**config.mk**
```make
export PLATFORM = sky130hd
export DESIGN_NAME = hc_misc_regs
export DESIGN_NICKNAME = d
export VERILOG_FILES = /design/src/shared/hc_misc_pkg.sv /design/src/hdl/status_flag.sv /design/src/hdl/half_indicator.sv /design/src/hdl/hc_misc_regs.sv
export SDC_FILE = /design/constraint.sdc
export NUM_CORES = 1
export LEC_CHECK = 0
export BUFFER_PORTS_ARGS = -buffer_cell sky130_fd_sc_hd__clkbuf_2
export CORE_ASPECT_RATIO = 1.2
export CORE_UTILIZATION = 43
export DETAILED_ROUTE_END_ITERATION = 8
export GPL_TIMING_DRIVEN = 0
export PLACE_DENSITY = 0.73
export SETUP_SLACK_MARGIN = 0.5
export SLEW_MARGIN = 0
export SYNTH_ARGS = -nofsm -noshare
export SYNTH_HDL_FRONTEND = slang
export SYNTH_SLANG_ARGS = --single-unit
```
**constraint.sdc**
```tcl
create_clock -name mclk_in -period 1.5 [get_ports mclk_in]
set_clock_uncertainty 0.05 [all_clocks]
set_input_delay 0.075 -clock mclk_in [delete_from_list [all_inputs] [get_ports mclk_in]]
set_output_delay 0.075 -clock mclk_in [all_outputs]
set_load 0.01 [all_outputs]
```
**src/shared/hc_misc_pkg.sv**
```systemverilog
// register indices, field positions and reset values of the host misc and buffer register slice
package hc_misc_pkg;

	// register indices; the byte address on the bus is four times the index
	localparam logic [7:0] IDX_IRQ_MASK_RD     = 8'h25;
	localparam logic [7:0] IDX_IRQ_MASK_WR     = 8'ha5;
	localparam logic [7:0] IDX_IDENTITY_RD     = 8'h27;
	localparam logic [7:0] IDX_SCRATCH_RD      = 8'h28;
	localparam logic [7:0] IDX_SCRATCH_WR      = 8'ha8;
	localparam logic [7:0] IDX_SOFT_RESET_WR   = 8'ha9;
	localparam logic [7:0] IDX_BUF_STATUS_RD   = 8'h2c;
	localparam logic [7:0] IDX_BUF_STATUS_WR   = 8'hac;

	// apb address geometry
	localparam int         ADDR_W              = 12;
	localparam int         DATA_W              = 32;
	localparam int         REG_W               = 16;
	localparam int         IDX_LSB             = 2;

	// interrupt enable mask fields
	localparam int         IRQ_SRC_N           = 10;
	localparam int         FRAME_START_BIT     = 0;
	localparam int         ISO_LIST_A_BIT      = 1;
	localparam int         ISO_LIST_B_BIT      = 2;
	localparam int         END_OF_TRANSFER_BIT = 3;
	localparam int         OPERATIONAL_BIT     = 4;
	localparam int         SUSPENDED_BIT       = 5;
	localparam int         CLOCK_OK_BIT        = 6;
	localparam int         PERIODIC_LIST_BIT   = 7;
	localparam int         ASYNC_LIST_BIT      = 8;
	localparam int         DUAL_ROLE_BIT       = 9;
	localparam logic [9:0] IRQ_MASK_RESET      = 10'h000;

	// buffer status fields
	localparam int         ISO_A_FULL_BIT      = 0;
	localparam int         ISO_B_FULL_BIT      = 1;
	localparam int         PERIODIC_RUN_BIT    = 2;
	localparam int         ASYNC_RUN_BIT       = 3;
	localparam int         CLEAR_HALF_BIT      = 4;
	localparam int         ISO_A_IN_USE_BIT    = 5;
	localparam int         ISO_B_IN_USE_BIT    = 6;
	localparam int         ISO_A_DONE_BIT      = 8;
	localparam int         ISO_B_DONE_BIT      = 9;
	localparam int         HALF_BIT            = 10;
	localparam int         BUF_CTRL_W          = 5;
	localparam logic [4:0] BUF_CTRL_RESET      = 5'h00;

	// scratch and software reset
	localparam logic [15:0] SCRATCH_RESET      = 16'h0000;
	localparam logic [15:0] SOFT_RESET_KEY     = 16'h00f6;

	// identity word; both bytes are arbitrary neutral values
	localparam logic [7:0] PRODUCT_CODE        = 8'h5a;
	localparam logic [7:0] REVISION_CODE       = 8'h01;

endpackage

```
**src/hdl/status_flag.sv**
```systemverilog
// sticky status flag set by hardware, cleared by software; set wins
`timescale 1ns/10ps
module status_flag (
	// clock and reset
	input  wire logic mclk_in,
	input  wire logic rst_n_in,
	// control
	input  wire logic set_in,
	input  wire logic clr_in,
	// state
	output logic      flag_out
);

	logic flag_q;

	always_ff @(posedge mclk_in or negedge rst_n_in) begin
		if (!rst_n_in) begin
			flag_q <= 1'b0;
		end else if (set_in) begin
			flag_q <= 1'b1;
		end else if (clr_in) begin
			flag_q <= 1'b0;
		end
	end

	assign flag_out = flag_q;

endmodule

```
**src/hdl/half_indicator.sv**
```systemverilog
// paired entry half indicator: flips on hardware event, cleared by software request
`timescale 1ns/10ps
module half_indicator (
	// clock and reset
	input  wire logic mclk_in,
	input  wire logic rst_n_in,
	// control
	input  wire logic flip_in,
	input  wire logic clr_in,
	// state
	output logic      half_out
);

	logic half_q;

	// a flip landing with a clear is not lost: clear first, then flip
	always_ff @(posedge mclk_in or negedge rst_n_in) begin
		if (!rst_n_in) begin
			half_q <= 1'b0;
		end else if (clr_in) begin
			half_q <= flip_in;
		end else if (flip_in) begin
			half_q <= ~half_q;
		end
	end

	assign half_out = half_q;

endmodule

```
**src/hdl/hc_misc_regs.sv**
```systemverilog
// host controller misc and buffer status registers behind an apb slave
//
// Behaviour
// - mask bit 9 resets 0; when set, dual-role source may raise interrupt.
// - mask bit 8 resets 0; when set, async list source may raise interrupt.
// - mask bit 7 resets 0; when set, periodic list source may raise interrupt.
// - mask bit 6 resets 0; when set, clock-ready event may raise interrupt.
// - mask bit 5 resets 0; when set, suspended event may raise interrupt.
// - mask bit 4 resets 0; when set, operational group may raise interrupt.
// - mask bit 3 resets 0; when set, end-of-transfer may raise interrupt.
// - mask bit 2 resets 0; when set, second iso buffer completion may interrupt.
// - mask bit 1 resets 0; when set, first iso buffer completion may interrupt.
// - mask bit 0 resets 0; when set, frame start may interrupt; 15..10 reserved.
// - read-only identity word at 27h: product byte high, revision byte low.
// - 16-bit scratch, read 28h, written A8h, resets 0000h, no side effect.
// - writing F6h to A9h resets all controller registers, buffer memory kept.
// - buffer status read at 2Ch, written at ACh, holds status fields.
// - software sets full and run bits to make the controller process buffers.
// - bit 4 rising write clears half indicator only while async run is 0.
// - bits 9,8 show iso buffer read; bit 10 shows active paired half.
// - bits 6,5 show second or first iso buffer being accessed.
//
// The APB interface to the registers is this design's own decision.
`timescale 1ns/10ps
module hc_misc_regs
	import hc_misc_pkg::*;
(
	// clock and reset
	input  wire logic                 mclk_in,
	input  wire logic                 rst_n_in,
	// apb slave
	input  wire logic                 psel_in,
	input  wire logic                 penable_in,
	input  wire logic                 pwrite_in,
	input  wire logic [ADDR_W-1:0]    paddr_in,
	input  wire logic [DATA_W-1:0]    pwdata_in,
	output logic                      pready_out,
	output logic      [DATA_W-1:0]    prdata_out,
	output logic                      pslverr_out,
	// interrupt sources from the controller core
	input  wire logic [IRQ_SRC_N-1:0] irq_src_in,
	// interrupt request towards the pin logic
	output logic                      irq_req_out,
	output logic      [IRQ_SRC_N-1:0] irq_pending_out,
	// buffer engine status
	input  wire logic                 iso_a_read_in,
	input  wire logic                 iso_b_read_in,
	input  wire logic                 iso_a_in_use_in,
	input  wire logic                 iso_b_in_use_in,
	input  wire logic                 half_flip_in,
	// buffer engine control
	output logic                      iso_a_full_out,
	output logic                      iso_b_full_out,
	output logic                      periodic_list_run_out,
	output logic                      async_list_run_out,
	output logic                      paired_entry_half_out,
	// software reset towards the other controller registers
	output logic                      soft_reset_out
);

	// bus decode
	logic [ADDR_W-IDX_LSB-1:0] idx;
	logic [7:0]                idx8;
	logic                      word_ok;
	logic                      setup_ph;
	logic                      wr_en;
	logic                      rd_known;
	logic                      wr_known;
	logic [REG_W-1:0]          wdata16;

	// register state
	logic [IRQ_SRC_N-1:0]      irq_mask_q;
	logic [REG_W-1:0]          scratch_q;
	logic [BUF_CTRL_W-1:0]     buf_ctrl_q;
	logic                      soft_reset_q;
	logic                      irq_req_q;
	logic [IRQ_SRC_N-1:0]      irq_pending_q;
	logic [DATA_W-1:0]         prdata_q;
	logic                      pslverr_q;

	// derived
	logic                      soft_hit;
	logic                      buf_wr;
	logic                      half_clr;
	logic                      iso_a_done;
	logic                      iso_b_done;
	logic                      half_now;
	logic [IRQ_SRC_N-1:0]      gated_src;
	logic [REG_W-1:0]          buf_status;
	logic [REG_W-1:0]          rd_word;
	logic [BUF_CTRL_W-1:0]     ctrl_wr;
	logic                      acc_ph;
	logic                      mask_wr;
	logic                      scratch_wr;
	logic                      key_wr;
	logic                      iso_a_rearm;
	logic                      iso_b_rearm;
	logic [REG_W-1:0]          rd_data16;

	assign idx      = paddr_in[ADDR_W-1:IDX_LSB];
	assign idx8     = idx[7:0];
	assign word_ok  = (paddr_in[IDX_LSB-1:0] == 2'b00) && (idx[ADDR_W-IDX_LSB-1:8] == '0);
	assign setup_ph = psel_in && !penable_in;
	// zero wait states: every access phase completes in its first cycle
	assign acc_ph   = psel_in && penable_in;
	assign wr_en    = acc_ph && pwrite_in;
	assign wdata16  = pwdata_in[REG_W-1:0];
	assign ctrl_wr  = wdata16[BUF_CTRL_W-1:0];

	// per-register strobes; all need an aligned word in the access phase,
	// so a refused write leaves every register as it was
	assign mask_wr    = wr_en && word_ok && (idx8 == IDX_IRQ_MASK_WR);
	assign scratch_wr = wr_en && word_ok && (idx8 == IDX_SCRATCH_WR);
	assign key_wr     = wr_en && word_ok && (idx8 == IDX_SOFT_RESET_WR);

	// only a 0-to-1 write of a full bit rearms its done flag; rewriting 1 keeps the report
	assign iso_a_rearm = buf_wr && ctrl_wr[ISO_A_FULL_BIT] && !buf_ctrl_q[ISO_A_FULL_BIT];
	assign iso_b_rearm = buf_wr && ctrl_wr[ISO_B_FULL_BIT] && !buf_ctrl_q[ISO_B_FULL_BIT];

	// which indices answer a read and which a write
	always_comb begin
		rd_known = 1'b0;
		wr_known = 1'b0;
		if (word_ok) begin
			case (idx8)
				IDX_IRQ_MASK_RD: begin
					rd_known = 1'b1;
				end
				IDX_IDENTITY_RD: begin
					rd_known = 1'b1;
				end
				IDX_SCRATCH_RD: begin
					rd_known = 1'b1;
				end
				IDX_BUF_STATUS_RD: begin
					rd_known = 1'b1;
				end
				IDX_SOFT_RESET_WR: begin
					rd_known = 1'b1;
					wr_known = 1'b1;
				end
				IDX_IRQ_MASK_WR: begin
					wr_known = 1'b1;
				end
				IDX_SCRATCH_WR: begin
					wr_known = 1'b1;
				end
				IDX_BUF_STATUS_WR: begin
					wr_known = 1'b1;
				end
				default: begin
					rd_known = 1'b0;
					wr_known = 1'b0;
				end
			endcase
		end
	end

	// software reset: only the exact key counts, anything else is dropped
	assign soft_hit = key_wr && (wdata16 == SOFT_RESET_KEY);

	// buffer status write strobe
	assign buf_wr = wr_en && word_ok && (idx8 == IDX_BUF_STATUS_WR);

	// rising write of the clear bit, gated by the async run bit held before this write
	assign half_clr = buf_wr && ctrl_wr[CLEAR_HALF_BIT] && !buf_ctrl_q[CLEAR_HALF_BIT]
		&& !buf_ctrl_q[ASYNC_RUN_BIT];

	// interrupt enable mask
	always_ff @(posedge mclk_in or negedge rst_n_in) begin
		if (!rst_n_in) begin
			irq_mask_q <= IRQ_MASK_RESET;
		end else if (soft_hit) begin
			irq_mask_q <= IRQ_MASK_RESET;
		end else if (mask_wr) begin
			irq_mask_q <= wdata16[IRQ_SRC_N-1:0];
		end
	end

	// per-source gating; reserved mask bits 15..10 are not stored
	assign gated_src[DUAL_ROLE_BIT]       = irq_src_in[DUAL_ROLE_BIT] & irq_mask_q[DUAL_ROLE_BIT];
	assign gated_src[ASYNC_LIST_BIT]      = irq_src_in[ASYNC_LIST_BIT] & irq_mask_q[ASYNC_LIST_BIT];
	assign gated_src[PERIODIC_LIST_BIT]   = irq_src_in[PERIODIC_LIST_BIT] & irq_mask_q[PERIODIC_LIST_BIT];
	assign gated_src[CLOCK_OK_BIT]        = irq_src_in[CLOCK_OK_BIT] & irq_mask_q[CLOCK_OK_BIT];
	assign gated_src[SUSPENDED_BIT]       = irq_src_in[SUSPENDED_BIT] & irq_mask_q[SUSPENDED_BIT];
	assign gated_src[OPERATIONAL_BIT]     = irq_src_in[OPERATIONAL_BIT] & irq_mask_q[OPERATIONAL_BIT];
	assign gated_src[END_OF_TRANSFER_BIT] = irq_src_in[END_OF_TRANSFER_BIT] & irq_mask_q[END_OF_TRANSFER_BIT];
	assign gated_src[ISO_LIST_B_BIT]      = irq_src_in[ISO_LIST_B_BIT] & irq_mask_q[ISO_LIST_B_BIT];
	assign gated_src[ISO_LIST_A_BIT]      = irq_src_in[ISO_LIST_A_BIT] & irq_mask_q[ISO_LIST_A_BIT];
	assign gated_src[FRAME_START_BIT]     = irq_src_in[FRAME_START_BIT] & irq_mask_q[FRAME_START_BIT];

	// registered request so the pin logic sees a glitch-free level; the key clears it at once
	always_ff @(posedge mclk_in or negedge rst_n_in) begin
		if (!rst_n_in) begin
			irq_req_q <= 1'b0;
		end else if (soft_hit) begin
			irq_req_q <= 1'b0;
		end else begin
			irq_req_q <= |gated_src;
		end
	end

	// per-source pending copy, cleared together with the mask by the key
	always_ff @(posedge mclk_in or negedge rst_n_in) begin
		if (!rst_n_in) begin
			irq_pending_q <= '0;
		end else if (soft_hit) begin
			irq_pending_q <= '0;
		end else begin
			irq_pending_q <= gated_src;
		end
	end

	// scratch storage, no side effect on anything else
	always_ff @(posedge mclk_in or negedge rst_n_in) begin
		if (!rst_n_in) begin
			scratch_q <= SCRATCH_RESET;
		end else if (soft_hit) begin
			scratch_q <= SCRATCH_RESET;
		end else if (scratch_wr) begin
			scratch_q <= wdata16;
		end
	end

	// writable buffer control bits 4..0
	always_ff @(posedge mclk_in or negedge rst_n_in) begin
		if (!rst_n_in) begin
			buf_ctrl_q <= BUF_CTRL_RESET;
		end else if (soft_hit) begin
			buf_ctrl_q <= BUF_CTRL_RESET;
		end else if (buf_wr) begin
			buf_ctrl_q <= ctrl_wr;
		end
	end

	// done flags: a new full request clears the old done, a controller read sets it
	status_flag iso_a_done_flag (
		.mclk_in  (mclk_in),
		.rst_n_in (rst_n_in),
		.set_in   (iso_a_read_in),
		.clr_in   (soft_hit || iso_a_rearm),
		.flag_out (iso_a_done)
	);

	status_flag iso_b_done_flag (
		.mclk_in  (mclk_in),
		.rst_n_in (rst_n_in),
		.set_in   (iso_b_read_in),
		.clr_in   (soft_hit || iso_b_rearm),
		.flag_out (iso_b_done)
	);

	// paired entry half indicator
	half_indicator paired_half (
		.mclk_in  (mclk_in),
		.rst_n_in (rst_n_in),
		.flip_in  (half_flip_in),
		.clr_in   (half_clr || soft_hit),
		.half_out (half_now)
	);

	// status word; reserved bits 15..11 and 7 read zero
	always_comb begin
		buf_status                   = '0;
		buf_status[BUF_CTRL_W-1:0]   = buf_ctrl_q;
		buf_status[ISO_A_IN_USE_BIT] = iso_a_in_use_in;
		buf_status[ISO_B_IN_USE_BIT] = iso_b_in_use_in;
		buf_status[ISO_A_DONE_BIT]   = iso_a_done;
		buf_status[ISO_B_DONE_BIT]   = iso_b_done;
		buf_status[HALF_BIT]         = half_now;
	end

	// read multiplexer
	always_comb begin
		rd_word = '0;
		case (idx8)
			IDX_IRQ_MASK_RD: begin
				rd_word[IRQ_SRC_N-1:0] = irq_mask_q;
			end
			IDX_IDENTITY_RD: begin
				rd_word = {PRODUCT_CODE, REVISION_CODE};
			end
			IDX_SCRATCH_RD: begin
				rd_word = scratch_q;
			end
			IDX_BUF_STATUS_RD: begin
				rd_word = buf_status;
			end
			default: begin
				rd_word = '0;
			end
		endcase
	end

	// unmapped reads answer zero beside the error
	assign rd_data16 = rd_known ? rd_word : {REG_W{1'b0}};

	// read data is captured in the setup cycle so it comes from a flop
	always_ff @(posedge mclk_in or negedge rst_n_in) begin
		if (!rst_n_in) begin
			prdata_q <= '0;
		end else if (setup_ph && !pwrite_in) begin
			prdata_q <= {{(DATA_W-REG_W){1'b0}}, rd_data16};
		end else if (setup_ph || !psel_in) begin
			prdata_q <= '0;
		end
	end

	// error for the coming access phase; a refused access touches no register
	always_ff @(posedge mclk_in or negedge rst_n_in) begin
		if (!rst_n_in) begin
			pslverr_q <= 1'b0;
		end else if (setup_ph) begin
			pslverr_q <= pwrite_in ? !wr_known : !rd_known;
		end else if (!psel_in) begin
			pslverr_q <= 1'b0;
		end
	end

	// one-cycle reset pulse to the rest of the controller; buffer memory is never touched here
	always_ff @(posedge mclk_in or negedge rst_n_in) begin
		if (!rst_n_in) begin
			soft_reset_q <= 1'b0;
		end else begin
			soft_reset_q <= soft_hit;
		end
	end

	// outputs
	assign pready_out            = 1'b1;
	assign prdata_out            = prdata_q;
	assign pslverr_out           = pslverr_q && acc_ph;
	assign irq_req_out           = irq_req_q;
	assign irq_pending_out       = irq_pending_q;
	assign iso_a_full_out        = buf_ctrl_q[ISO_A_FULL_BIT];
	assign iso_b_full_out        = buf_ctrl_q[ISO_B_FULL_BIT];
	assign periodic_list_run_out = buf_ctrl_q[PERIODIC_RUN_BIT];
	assign async_list_run_out    = buf_ctrl_q[ASYNC_RUN_BIT];
	assign paired_entry_half_out = half_now;
	assign soft_reset_out        = soft_reset_q;

endmodule

```
* After elaboration in Yosys (flattened, before gate mapping)
Cells that the tools add are included.
Word-level totals: latch bits 0, bits of input ports 64, memory bits (writable) 0, word-level logic and storage cells 102, memories 0, register bits 79, memory bits (read-only) 0
Cells by class: bitwise gates (word level) 11, div/mod/pow operators 0, shift-type cells 0, $add $sub $neg 0, eq/ne operators 10, multiply operators 0, mux-type cells 26, reductions and logical operators 44, order comparisons 0
Operators by type and width (number):
- $mux W32 | 2
- $mux W16 | 3
- $pmux W10 S4 | 1
- $eq A8 B6 Y1 const B | 4
- $eq A8 B8 Y1 const B | 4
- $mux W10 | 3
- $logic_and A1 B1 Y1 | 19
- $pmux W6 S3 | 1
- $eq A16 B8 Y1 const B | 1
- $mux W1 | 14
- $reduce_bool A2 Y1 | 7
- $and A1 B1 Y1 | 10
- $mux W5 | 2
- $reduce_or A10 Y1 | 1
- $logic_not A1 Y1 | 9
- $reduce_or A5 Y1 | 1
- $logic_not A2 Y1 | 2
- $logic_or A1 B1 Y1 | 4
- $reduce_or A4 Y1 | 1
- $ne A2 B1 Y1 const B | 1
- $not A1 Y1 | 1

* Depth between registers and ports, before layout
word-level depth 9, depth in mapped cells 8

* Hierarchy
From an unflattened synthesis, not the netlist that was laid out.
Second synthesis, totals: cell total of the unflattened synthesis 341, area, all modules 3263.1 µm²
Modules (own cells, without submodules):
- hc_misc_regs | seq. area each 1501.4 µm², area each 3135.5 µm², cells each 332, times used 1
- status_flag | seq. area each 25.0 µm², area each 36.3 µm², cells each 3, times used 2
- half_indicator | seq. area each 25.0 µm², area each 55.1 µm², cells each 3, times used 1

* Worst setup path after synthesis
OpenSTA, ideal clock, no wires.
kind input port to flip-flop, start in paddr_in[11], end reg scratch_q[0], buffers on the path 2, path slack -348 ps, stages on the path 6, data arrival time 1677 ps, path through or4_1 > buf_2 > nor4_4 > o21ai_2 > buf_2 > a22o_1
Between the ends: cells in the longest elaborated chain, start to end 6, elaborated cells between the ends (all ways) 8, classes of those cells mux: 1; reduce/logical: 7
RTL lines:
- start, declared | line hc_misc_regs.sv:35 | input wire logic [ADDR_W-1:0] paddr_in,
- $logic_not A2 Y1 (*) | line hc_misc_regs.sv:102 | assign word_ok = (paddr_in[IDX_LSB-1:0] == 2'b00) && (idx[ADDR_W-IDX_LSB-1:8] == '0);
- $logic_and A1 B1 Y1 (*) | line hc_misc_regs.sv:102
- $logic_and A1 B1 Y1 (*) | line hc_misc_regs.sv:113, hc_misc_regs.sv:114
- $logic_and A1 B1 Y1 | line hc_misc_regs.sv:114 | assign key_wr = wr_en && word_ok && (idx8 == IDX_SOFT_RESET_WR);
- $logic_and A1 B1 Y1 | line hc_misc_regs.sv:160 | assign soft_hit = key_wr && (wdata16 == SOFT_RESET_KEY);
- $mux W16 or $reduce_bool A2 Y1 (tied branches)
- end signal, assigned | line hc_misc_regs.sv:221 | scratch_q <= wdata16;
- end, declared | line hc_misc_regs.sv:73 | logic [REG_W-1:0] scratch_q;
Mark *: on every way between the ends. The rest lies on a longest branch, timed or not. A chain may end at the register's enable or synchronous reset.

* Final worst setup path
start in pwdata_in[14], end reg scratch_q[2]
Between the ends: cells in the longest elaborated chain, start to end 3, elaborated cells between the ends (all ways) 4, classes of those cells eq/ne: 1; mux: 1; reduce/logical: 2
RTL lines:
- start, declared | line hc_misc_regs.sv:36 | input wire logic [DATA_W-1:0] pwdata_in,
- $eq A16 B8 Y1 (*) | line hc_misc_regs.sv:160
- $logic_and A1 B1 Y1 (*) | line hc_misc_regs.sv:160
- $mux W16 or $reduce_bool A2 Y1 (tied branches)
Marked as above.

==> out/metrics.json <==
{
  "die": {
    "std_cell_rows": 32,
    "chipHeight_um": 90.8,
    "boundaryPins": 115,
    "fp.dieArea_um2": 6900,
    "dieWidth_um": 76.0,
    "start_util_pct": 44.1,
    "core_um2": 6410
  },
  "cts": {
    "max-clock-path-buffers": 2,
    "tritoncts_clock_tree": "done",
    "clkTransAtPathRegs_ns": 0.08,
    "cts_htree_levels": 3,
    "cts_hold_buffers": 28,
    "clock_latency_ns": 0.34,
    "clock_tree.root_cell": "clkbuf_8",
    "cts_inserted_buffers": 9,
    "clkSinkCount": 63
  },
  "yosys": {
    "muxShareOfSynthArea_pct": 0,
    "synth_top_family_by_area": "compound AO/OA/AOI/OAI gates",
    "synth-main-ff-cell": "dfrtp_1",
    "async_flop_share_pct": 100,
    "synth_seq_cells": 63,
    "post_synth_and_or_nand_nor_area_fraction_pct": 16.2,
    "synth_sequential_area_ratio_pct": 55.8,
    "synth_top_cells_by_area": "dfrtp_1, a22o_1, buf_4, nand2_1, a222oi_1",
    "yosysWarnings": 0,
    "post_synth_num_cell_types": 41,
    "yosys.area_share.adder_pct": 0,
    "post_synth.cell_area_avg_um2": 11.0,
    "synthMostInstantiatedCell": "dfrtp_1",
    "synth-edff-count": 0,
    "yosys.area_share.xor_xnor_pct": 0,
    "synth_compound_gate_area_share_pct": 21.0,
    "synth_largest_area_cell": "dfrtp_1",
    "synthDominantCellAreaShare_pct": 55.8,
    "summed_instance_area_of_the_synthesized_netlist_um2": 2830,
    "post_synth_most_frequent_cells": "dfrtp_1, a22o_1, nand2_1",
    "count_of_mapped_cells_out_of_synthesis": 256
  },
  "routing": {
    "detail_route.vias_per_cell": 5.45,
    "drt-pass1-iter-count": 7,
    "vias": 2828,
    "drt_wl_total_um": 8770,
    "ant_nets": 0,
    "post_drt_wl_per_cell_um": 16.9,
    "drt_first_iter_violations": 307,
    "drt_drc_violations_left": 0
  },
  "grt": {
    "via_count_of_the_first_global_routing_pass": 2685,
    "grt_max_degree": 64,
    "grt_pass1_wl_um": 13300,
    "globalRouteOverflowTotal": 0,
    "antenna_found_initial": 0,
    "grt_use_total_pct": 25.2
  },
  "outcome": {
    "outcome": "finished, violations left",
    "violations": "hold timing, setup timing"
  },
  "layout": {
    "num_antenna_cells": 0,
    "synthToLayoutAreaGrowth_pct": 59.4,
    "final_standard_cell_area_without_fillers_um2": 4510,
    "post_layout_nonfiller_instances": 519,
    "layout-drive-gt1-share_pct": 45.4,
    "layout_nets": 493
  },
  "hold_path": {
    "hold_class": "primary input to asynchronous set/reset pin"
  },
  "placed_design": {
    "postPlaceCellArea_um2": 3450,
    "post-place-cells": 436,
    "io_buffers": 80,
    "dp_hpwl_um": 5290,
    "routabilityCongestion": 0.813
  },
  "timing": {
    "whs_ns": -0.193,
    "unrepaired_setup_endpoints_after_global_routing": "true",
    "final_min_period_over_clock_period_pct": 103,
    "timing.final.ws_setup_ns": -0.0397,
    "finalCriticalPeriod_ns": 1.54,
    "max_slew_violations": 0,
    "hold_viol_final": 64,
    "setup_viol_count_final": 21,
    "fmax_mhz": 649,
    "timing_worst_slew_pin_value_ns": 0.851,
    "slew_headroom_pct": 43.3
  },
  "setup_path": {
    "cp.required_ns": 1.67,
    "worst-endpoint-arrival_ns": 1.71,
    "start_kind": "primary input",
    "worstReg2RegStart": "buf_ctrl_q[3]$_DFFE_PN0P_",
    "crit-reg2reg-capture": "paired_half.half_out$_DFFE_PN0P_",
    "critPathMaxFanout": 5,
    "regToRegSetupSlack_ns": 0.18,
    "crit_type": "primary input to register",
    "worstRegToRegCells": 4,
    "setup.worst_path.end_class": "register"
  },
  "pwr": {
    "totalPowerFinal_w": 0.00370,
    "cellPowerDensity_nw_per_um2": 820,
    "power.static_leakage_nw": 2.31,
    "worst_ir_drop_vdd_uv": 448
  },
  "flow_run": {
    "max_cap_violations": 0
  }
}
-- metrics by stage --
| stage | setup WS, ns | setup TNS, ns | utilization [%] |
|---|---|---|---|
| floorplan | -0.172 | -5.20 | - |
| global placement | -0.626 | -26.15 | 53.8 |
| detailed placement | -0.708 | -28.44 | 53.8 |
| CTS | -0.0293 | -0.160 | 65.9 |
| global route | -0.0693 | -1.51 | 70.3 |
| finish | -0.0397 | -0.273 | 70.3 |
-- worst max-delay path by stage --
stage / start / cells after the start / to / slack [ns]
final: pwdata_in[14] / 8 / scratch_q[2]$_DFFE_PN0P_ / -0.04
after detailed placement: paddr_in[2] / 6 / irq_mask_q[7]$_DFFE_PN0P_ / -0.71
after floorplan: paddr_in[11] / 6 / scratch_q[1]$_DFFE_PN0P_ / -0.17
after global routing: paddr_in[11] / 8 / scratch_q[0]$_DFFE_PN0P_ / -0.07
after global placement: paddr_in[2] / 6 / irq_mask_q[2]$_DFFE_PN0P_ / -0.63
after CTS: paddr_in[11] / 8 / scratch_q[2]$_DFFE_PN0P_ / -0.03
-- flip-flops by register name (all words and copies together) (netlist names) --
register / flops
iso_b_done_flag.flag_out: 1
scratch_q: 16
irq_pending_out: 10
buf_ctrl_q: 5
iso_a_done_flag.flag_out: 1
soft_reset_out: 1
irq_req_out: 1
paired_half.half_out: 1
prdata_out: 16
pslverr_q: 1
irq_mask_q: 10
-- cell families (layout without fill, tap and decap cells) --
family	count (synthesis)	in the layout
AOI/OAI and AO/OA	75	75
buffers and inverters	30	192
DFF	63	63
other	2	17
and+or+nand+nor	86	87
-- area by class of cell --
| class | count | area (um^2) |
|---|---|---|
| inverter | 1 | 3.75 |
| clock inverter | 6 | 85.1 |
| sequential | 63 | 1580 |
| timing repair buffer | 146 | 1050 |
| buffer | 29 | 229 |
| fill | 465 | 1900 |
| multi-input combinational | 179 | 1330 |
| clock buffer | 10 | 128 |
| tap | 85 | 106 |
-- per-layer routing --
metal  global-route usage, %  up-vias  share of wire, %
li1                        -     1274                 -
met1                    30.5     1385                39
met2                    43.1      142                51
met3                    5.15       27               6.8
met4                    11.4        0               3.4
met5                       0        -                 0
-- critical path, stage by stage --
cell	delay, ns
buf_6	0.09
or4_4	0.54
nor3_4	0.19
and3_4	0.21
buf_8	0.12
o21ai_4	0.09
buf_6	0.16
a22o_1	0.22
-- placed cells by master, fill, tap and decap left out, types with 7 or more instances in the layout --
cell and n:
dfrtp_1 63, clkbuf_2 61, buf_4 39, a22o_1 35, nand2_1 32, dlygate4sd3_1 28, buf_6 24, buf_2 18
conb_1 17, nor2_1 13, o21ai_2 10, clkbuf_8 9, a222oi_1 7
-- power breakdown --
group | internal [W] | switching (W) | total [W]
clock | 0.000930 | 0.000666 | 0.00160
sequential | 0.00171 | 0.0000141 | 0.00172
combinational | 0.000184 | 0.000193 | 0.000378
-- repair_timing --
| item | in CTS | in global routing |
|---|---|---|
| gates cloned | 2 | 1 |
| endpoints found under the hold margin | 104 | 64 |
| buffers inserted | 16 | 20 |
| gates resized for setup | 35 | 54 |
| setup endpoints to repair | 72 | 84 |
| pin swaps | 19 | 11 |
Note: power is estimated with default switching activity, not from simulation.
